[config.mk]
export PLATFORM = sky130hd
export DESIGN_NAME = rqrl_top
export DESIGN_NICKNAME = d
export VERILOG_FILES = /design/src/rqrl_pkg.sv /design/src/rqrl_mem.sv /design/src/rqrl_top.sv
export SDC_FILE = /design/constraint.sdc
export NUM_CORES = 1
export LEC_CHECK = 0
export CORE_MARGIN = 2
export CORE_UTILIZATION = 63
export CTS_CLUSTER_SIZE = 30
export DETAILED_ROUTE_END_ITERATION = 8
export DONT_BUFFER_PORTS = 1
export PLACE_DENSITY = 0.85
export SLEW_MARGIN = 40
export SYNTH_ARGS = -nofsm -noshare
export SYNTH_HDL_FRONTEND = slang
export SYNTH_SLANG_ARGS = --single-unit
[constraint.sdc]
create_clock -name i_sys_clk -period 4.8 [get_ports i_sys_clk]
set_clock_uncertainty 0.05 [all_clocks]
set_input_delay 0.24 -clock i_sys_clk [delete_from_list [all_inputs] [get_ports i_sys_clk]]
set_output_delay 0.24 -clock i_sys_clk [all_outputs]
set_load 0.03 [all_outputs]
[src/rqrl_pkg.sv]
// Package: constants, commands and carrier types for the remote query and range hold block
package rqrl_pkg;
  localparam int   MAX_RESP     = 64;
  localparam int   HDR_LEN      = 4;
  localparam int   MAX_DATA     = MAX_RESP - HDR_LEN;
  localparam int   NAME_LEN     = 8;
  localparam [7:0] CH_HASH      = 8'h23;
  localparam [7:0] CH_ZERO      = 8'h30;
  localparam [7:0] CH_NINE      = 8'h39;
  localparam [7:0] CH_SPACE     = 8'h20;
  localparam [7:0] NUM_DIGITS   = 8'h02;
  localparam [6:0] TEN          = 7'h0A;

  typedef enum logic [1:0]
  {
    CMD_USER_QUERY  = 2'h0,
    CMD_RANGE_QUERY = 2'h1,
    CMD_RANGE_HOLD  = 2'h2,
    CMD_NONE        = 2'h3
  } rqrl_cmd_type;

  typedef struct packed
  {
    rqrl_cmd_type cmd;
    logic         hold_on;
  } rqrl_req_type;

  typedef struct packed
  {
    logic [7:0] data;
    logic       last;
  } rqrl_char_type;
endpackage

[src/rqrl_mem.sv]
// Protected user memory: byte array with a registered read port
`timescale 1ns/10ps
module rqrl_mem #(
  parameter int DEPTH = rqrl_pkg::MAX_DATA
) (
  input  wire logic                     i_sys_clk,
  input  wire logic                     i_wr_en,
  input  wire logic [$clog2(DEPTH)-1:0] i_wr_addr,
  input  wire logic [7:0]               i_wr_data,
  input  wire logic [$clog2(DEPTH)-1:0] i_rd_addr,
  output logic      [7:0]               o_rd_data
);
  logic [7:0] mem_ff [DEPTH];

  // No reset on the array so it maps onto plain RAM
  always_ff @(posedge i_sys_clk)
  begin
    if (i_wr_en)
    begin
      mem_ff[i_wr_addr] <= i_wr_data;
    end
    o_rd_data <= mem_ff[i_rd_addr];
  end
endmodule

[src/rqrl_top.sv]
// Command interpreter for user data query, range query and range hold
`timescale 1ns/10ps
module rqrl_top #(
  parameter int DEPTH = rqrl_pkg::MAX_DATA
) (
  input  wire logic                           i_sys_clk,
  input  wire logic                           i_rst_b,
  input  wire logic                           i_req_valid,
  input  wire rqrl_pkg::rqrl_req_type         i_req,
  output logic                                o_req_ready,
  input  wire logic                           i_remote,
  input  wire logic [1:0]                     i_function,
  input  wire logic [8*rqrl_pkg::NAME_LEN-1:0] i_range_name,
  input  wire logic [6:0]                     i_user_len,
  input  wire logic                           i_mem_wr_en,
  input  wire logic [$clog2(DEPTH)-1:0]       i_mem_wr_addr,
  input  wire logic [7:0]                     i_mem_wr_data,
  output logic                                o_resp_valid,
  output rqrl_pkg::rqrl_char_type             o_resp,
  input  wire logic                           i_resp_ready,
  output logic                                o_range_locked
);
  typedef enum logic [3:0]
  {
    ST_IDLE  = 4'b0001,
    ST_HDR   = 4'b0010,
    ST_DATA  = 4'b0100,
    ST_NAME  = 4'b1000
  } rqrl_state_type;

  rqrl_state_type      state_ff;
  logic [6:0]          idx_ff;
  logic [6:0]          len_ff;
  logic [1:0]          func_ff;
  logic [7:0]          rd_data;
  logic                rd_wait_ff;
  logic [8*rqrl_pkg::NAME_LEN-1:0] name_ff;
  logic                take;
  logic                adv;
  logic [6:0]          clip_len;

  function automatic logic [7:0] digit(input logic [6:0] v);
    digit = rqrl_pkg::CH_ZERO + {4'h0, v[3:0]};
  endfunction

  // Length clipped so header plus data stay within the response limit
  assign clip_len = (i_user_len > 7'(DEPTH)) ? 7'(DEPTH) : i_user_len;
  assign take     = i_req_valid && o_req_ready;
  assign adv      = o_resp_valid && i_resp_ready;

  rqrl_mem #(.DEPTH(DEPTH)) u_mem (
    .i_sys_clk (i_sys_clk),
    .i_wr_en   (i_mem_wr_en),
    .i_wr_addr (i_mem_wr_addr),
    .i_wr_data (i_mem_wr_data),
    .i_rd_addr (idx_ff[$clog2(DEPTH)-1:0]),
    .o_rd_data (rd_data)
  );

  // Ready only in idle: queries block parsing until their answer is gone
  always_ff @(posedge i_sys_clk or negedge i_rst_b)
  begin
    if (!i_rst_b)
    begin
      state_ff     <= ST_IDLE;
      idx_ff       <= 7'h00;
      len_ff       <= 7'h00;
      name_ff      <= '0;
      rd_wait_ff   <= 1'b0;
      o_req_ready  <= 1'b1;
      o_resp_valid <= 1'b0;
      o_resp       <= '0;
    end
    else
    begin
      case (state_ff)
        ST_IDLE:
        begin
          if (take && i_req.cmd == rqrl_pkg::CMD_USER_QUERY)
          begin
            state_ff     <= ST_HDR;
            o_req_ready  <= 1'b0;
            len_ff       <= clip_len;
            idx_ff       <= 7'h00;
            o_resp_valid <= 1'b1;
            o_resp       <= '{data: rqrl_pkg::CH_HASH, last: 1'b0};
          end
          else if (take && i_req.cmd == rqrl_pkg::CMD_RANGE_QUERY)
          begin
            state_ff     <= ST_NAME;
            o_req_ready  <= 1'b0;
            name_ff      <= i_range_name << 8;
            idx_ff       <= 7'h01;
            o_resp_valid <= 1'b1;
            o_resp       <= '{data: i_range_name[8*rqrl_pkg::NAME_LEN-1 -: 8],
                              last: 1'b0};
          end
        end
        ST_HDR:
        begin
          if (adv)
          begin
            idx_ff <= idx_ff + 7'h01;
            if (idx_ff == 7'h00)
            begin
              o_resp.data <= rqrl_pkg::CH_ZERO + rqrl_pkg::NUM_DIGITS;
            end
            else if (idx_ff == 7'h01)
            begin
              o_resp.data <= digit(len_ff / rqrl_pkg::TEN);
            end
            else
            begin
              o_resp.data <= digit(len_ff % rqrl_pkg::TEN);
              o_resp.last <= (len_ff == 7'h00);
              if (len_ff == 7'h00)
              begin
                state_ff <= ST_DATA;
                idx_ff   <= len_ff;
              end
              else
              begin
                state_ff <= ST_DATA;
                idx_ff   <= 7'h00;
              end
            end
          end
        end
        ST_DATA:
        begin
          // Memory read has one cycle latency, so valid drops while it lands
          if (rd_wait_ff)
          begin
            rd_wait_ff   <= 1'b0;
            o_resp_valid <= 1'b1;
            o_resp       <= '{data: rd_data, last: (idx_ff + 7'h01 == len_ff)};
            idx_ff       <= idx_ff + 7'h01;
          end
          else if (adv)
          begin
            if (o_resp.last)
            begin
              state_ff     <= ST_IDLE;
              o_resp_valid <= 1'b0;
              o_req_ready  <= 1'b1;
            end
            else
            begin
              o_resp_valid <= 1'b0;
              rd_wait_ff   <= 1'b1;
            end
          end
        end
        ST_NAME:
        begin
          if (adv)
          begin
            if (o_resp.last)
            begin
              state_ff     <= ST_IDLE;
              o_resp_valid <= 1'b0;
              o_req_ready  <= 1'b1;
            end
            else
            begin
              o_resp   <= '{data: name_ff[8*rqrl_pkg::NAME_LEN-1 -: 8],
                            last: (idx_ff == 7'(rqrl_pkg::NAME_LEN - 1))};
              name_ff  <= name_ff << 8;
              idx_ff   <= idx_ff + 7'h01;
            end
          end
        end
        default:
        begin
          state_ff <= ST_IDLE;
        end
      endcase
    end
  end

  // Range hold runs beside any query: accepted even while a query drains
  always_ff @(posedge i_sys_clk or negedge i_rst_b)
  begin
    if (!i_rst_b)
    begin
      func_ff        <= 2'h0;
      o_range_locked <= 1'b0;
    end
    else
    begin
      func_ff <= i_function;
      if (func_ff != i_function)
      begin
        o_range_locked <= 1'b0;
      end
      else if (i_req_valid && i_req.cmd == rqrl_pkg::CMD_RANGE_HOLD && i_remote)
      begin
        o_range_locked <= i_req.hold_on;
      end
    end
  end
endmodule

==> impl_metrics.py <==
metrics = {
    "logic_synthesis": {
        "synthSimpleGateAreaFrac_pct": 5.11,
        "ys_seq_elements": 577,
        "yosysWarningCount": 0,
        "syn_avg_cell_area_um2": 17.6,
        "synth-edff-count": 480,
        "synth_fp_nets": 1449,
        "syn_area_mm2": 0.0237,
        "muxShareOfSynthArea_pct": 16.2,
        "ys_seq_area_share_pct": 70.8,
        "synth-xor-area-share_pct": 0.665,
        "synthFlopType": "edfxtp_1",
        "synthCells": 1349,
        "synth_top_family_by_area": "multiplexers",
        "synth_fa_ha_area_share_pct": 0.253,
        "synthArstFlopShare_pct": 15.4,
        "yosysUniqueCellTypes": 71,
        "synth-compound-area-share_pct": 5.06,
    },
    "timing": {
        "tightest_slew_ns": 0.861,
        "min_period_ns": 3.75,
        "slew_violations": 0,
        "post-route-period-util_pct": 78.1,
        "rsz0062_at_grt": "false",
        "max_slew_margin_pct": 42.6,
        "fin_setup_tns_ns": 0,
        "whs_ns": 0.0303,
        "hold_viol": 0,
        "max_freq_ghz": 0.267,
        "setup_viol": 0,
    },
    "power_and_ir_drop": {
        "swShare_pct": 20.6,
        "p_total_mw": 10.2,
        "irDropWorstVdd_mv": 0.302,
        "pwr-share-seq_pct": 53.5,
        "pwr-share-comb_pct": 2.4,
        "power_density_mw_per_mm2": 373,
        "p_sw_mw": 2.10,
        "pwr-share-clk_pct": 44.1,
        "p_leak_nw": 8.89,
        "p_int_mw": 8.11,
    },
    "critical_path": {
        "setup.worst_path.end": "o_resp[3]",
        "crit_type": "reg -> reg",
        "rr_startpoint": "len_ff[5]",
        "cp-startpoint": "len_ff[5]",
        "r2r_setup_slack_ns": 1.05,
        "worstPathCellList": "and3b_1 -> a211o_1 -> a221o_1 -> inv_1 -> ha_1 -> a21boi_0 -> o32ai_1 -> a221oi_1 -> a31oi_1 -> a311o_1 -> a21o_1",
        "cp-start-kind": "register",
        "ff2ff_path_depth": 11,
        "cp_slowest_cell": "dfrtp_1",
        "arrival_ns": 4.20,
        "timing.rr.end": "o_resp[3]",
        "end_kind": "register",
        "required_ns": 5.25,
        "max_stage_delay_ns": 0.74,
        "cp_max_fo": 21,
    },
    "layout": {
        "instances_no_fill": 2002,
        "fin_area_mm2": 0.0274,
        "final_cell_mix": "edfxtp_1, mux4_2, dlygate4sd3_1, nor2_1, dfrtp_1",
        "drive_gt1_share_pct": 19.7,
        "mostFrequentLayoutCell": "edfxtp_1",
        "syn2layout_area_growth_pct": 15.5,
        "nets": 1543,
    },
    "drt": {
        "firstDrtPassIters": 8,
        "via_per_inst": 6.77,
        "postRouteWirelength_mm": 57.2,
        "routedWlPerCell_um": 28.6,
        "drtAntennaViolNets": 0,
        "drtIter0Drc": 1637,
        "drc": 0,
        "vias": 13600,
    },
    "die": {
        "die_area_mm2": 0.0392,
        "io_pins": 108,
        "die_w_um": 198,
        "coreArea_mm2": 0.0374,
        "rows": 71,
        "die_h_um": 198,
        "start_util_pct": 63.4,
    },
    "cts": {
        "clock_sinks": 577,
        "clkLatencyLatePin_ns": 0.62,
        "root_buffer": "clkbuf_16",
        "cts_tree": "built",
        "cts.path.max_buffers": 3,
        "clk_transition_reported_paths_ns": 0.06,
        "post_cts_buffers": 0,
        "numCtsBuffers": 56,
        "cts_max_level": 2,
    },
    "global_route": {
        "grt_first_pass_wirelength_mm": 86.0,
        "track_usage_pct": 30.3,
        "grt_overflow": 0,
        "grt_max_degree": 105,
        "grt_pass1_vias": 13700,
        "antenna_found_initial": 1,
    },
    "place": {
        "dp.cells": 1785,
        "port_buffers": 0,
        "hpwl_mm": 30.5,
        "routabilityCongestion": 0.878,
        "placed_cell_area_mm2": 0.0242,
    },
    "flow_run": {
        "drv_cap": 0,
    },
    "worst_hold_path": {
        "hp-class": "in -> reg",
    },
    "run_status": {
        "outcome": "completed",
    },
}
per-stage QoR:
step	util (%)	setup slack, ns
2_1_floorplan	-	1.48
3_3_place_gp	64.5	1.23
3_5_place_dp	64.7	1.10
4_1_cts	73.1	1.11
5_1_grt	73.3	0.832
6_report	73.3	1.05
routing by layer:
| layer | global-route usage (%) | vias to the layer above | wire, um |
|---|---|---|---|
| met4 | 11.7 | 0 | 1770 |
| met5 | 0 | - | 0 |
| met1 | 40.4 | 6998 | 21000 |
| met2 | 50.5 | 841 | 29300 |
| li1 | - | 5575 | - |
| met3 | 5.40 | 137 | 5130 |
cell type report:
cell class / count / area [um^2]
Antenna cell: 1 / 2.50
Clock buffer: 61 / 1440
Clock inverter: 44 / 449
Fill cell: 2004 / 10000
Inverter: 19 / 71.3
Multi-Input combinational cell: 665 / 6550
Sequential cell: 577 / 16800
Tap cell: 511 / 639
Timing Repair Buffer: 124 / 1430
state kept, by name, indices dropped and copies added (netlist names):
register and cells:
u_mem.mem_ff 480, state_ff 4, idx_ff 7, name_ff 56, o_req_ready 1, func_ff 2, o_resp_valid 1, rd_wait_ff 1
len_ff 7, o_resp 9, u_mem.o_rd_data 8, o_range_locked 1
worst min path at each step:
stage / depth (start not counted) / from / to / slack, ns
floorplan: 0 / i_rst_b / func_ff[0] / -0.11
global placement: 0 / i_rst_b / len_ff[2] / -0.10
finish: 2 / i_mem_wr_addr[0] / u_mem.mem_ff[35][6] / 0.03
CTS: 2 / i_mem_wr_addr[0] / u_mem.mem_ff[35][6] / 0.005
global route: 2 / i_mem_wr_addr[0] / u_mem.mem_ff[35][6] / 0.06
detailed placement: 0 / i_rst_b / len_ff[4] / -0.10
critical path, delay by kind of cell, from the launching register on:
kind            cells  cell delay, ns
compound gates      8            2.18
flops               1            0.74
fa+ha+maj           1            0.34
simple gates        1            0.26
buf+inv             1            0.07
power by group through the flow:
stage          logic [mW]  registers, mW  clock network (mW)
6_report            0.242           5.47                4.51
5_1_grt             0.257           5.47                4.71
4_1_cts             0.236           5.47                4.52
3_5_place_dp       0.0636           5.57                   0
3_3_place_gp       0.0611           5.57                   0
2_1_floorplan      0.0491           5.57                   0
synth_stat cells, types with 4 or more instances:
cell type    n  area, um^2
mux2i_1     60         601
a22o_1       9        78.8
a22oi_1     11        82.6
o31ai_1      5        37.5
xnor2_1      7        61.3
a21oi_1     23         115
xor2_1      11        96.3
or3_1        4        25.0
and2_1       5        31.3
nand2_1     77         289
nor2_1      97         364
nand3b_1     7        52.6
a31oi_1      4        25.0
a21o_1       4        30.0
o21ai_0     75         375
dfrtp_1     87        2180
nand3_1     10        50.1
mux4_2     144        3240
ha_1         4        50.1
nor3_1      10        50.1
nor2b_1     14        87.6
buf_1       17        63.8
edfxtp_1   480       14400
a222oi_1     4        40.0
nand2b_1     7        43.8
buf_2       20         100
o211ai_1    12        90.1
clkbuf_1    48         180
dfxtp_1      8         160
inv_1       19        71.3
kinds of logic after synthesis:
kind of cell    after synthesis
buf+inv                     107
compound gates              181
flops                       577
simple gates                257
fa+ha+maj                     5
xor+xnor                     18
mux                         204
what timing repair did:
item / in CTS / in global routing
hold endpoints to repair: 662 / 0
resized for setup: 0 / 0
hold buffers: 111 / 0
Power figures use the tool's default switching activity.
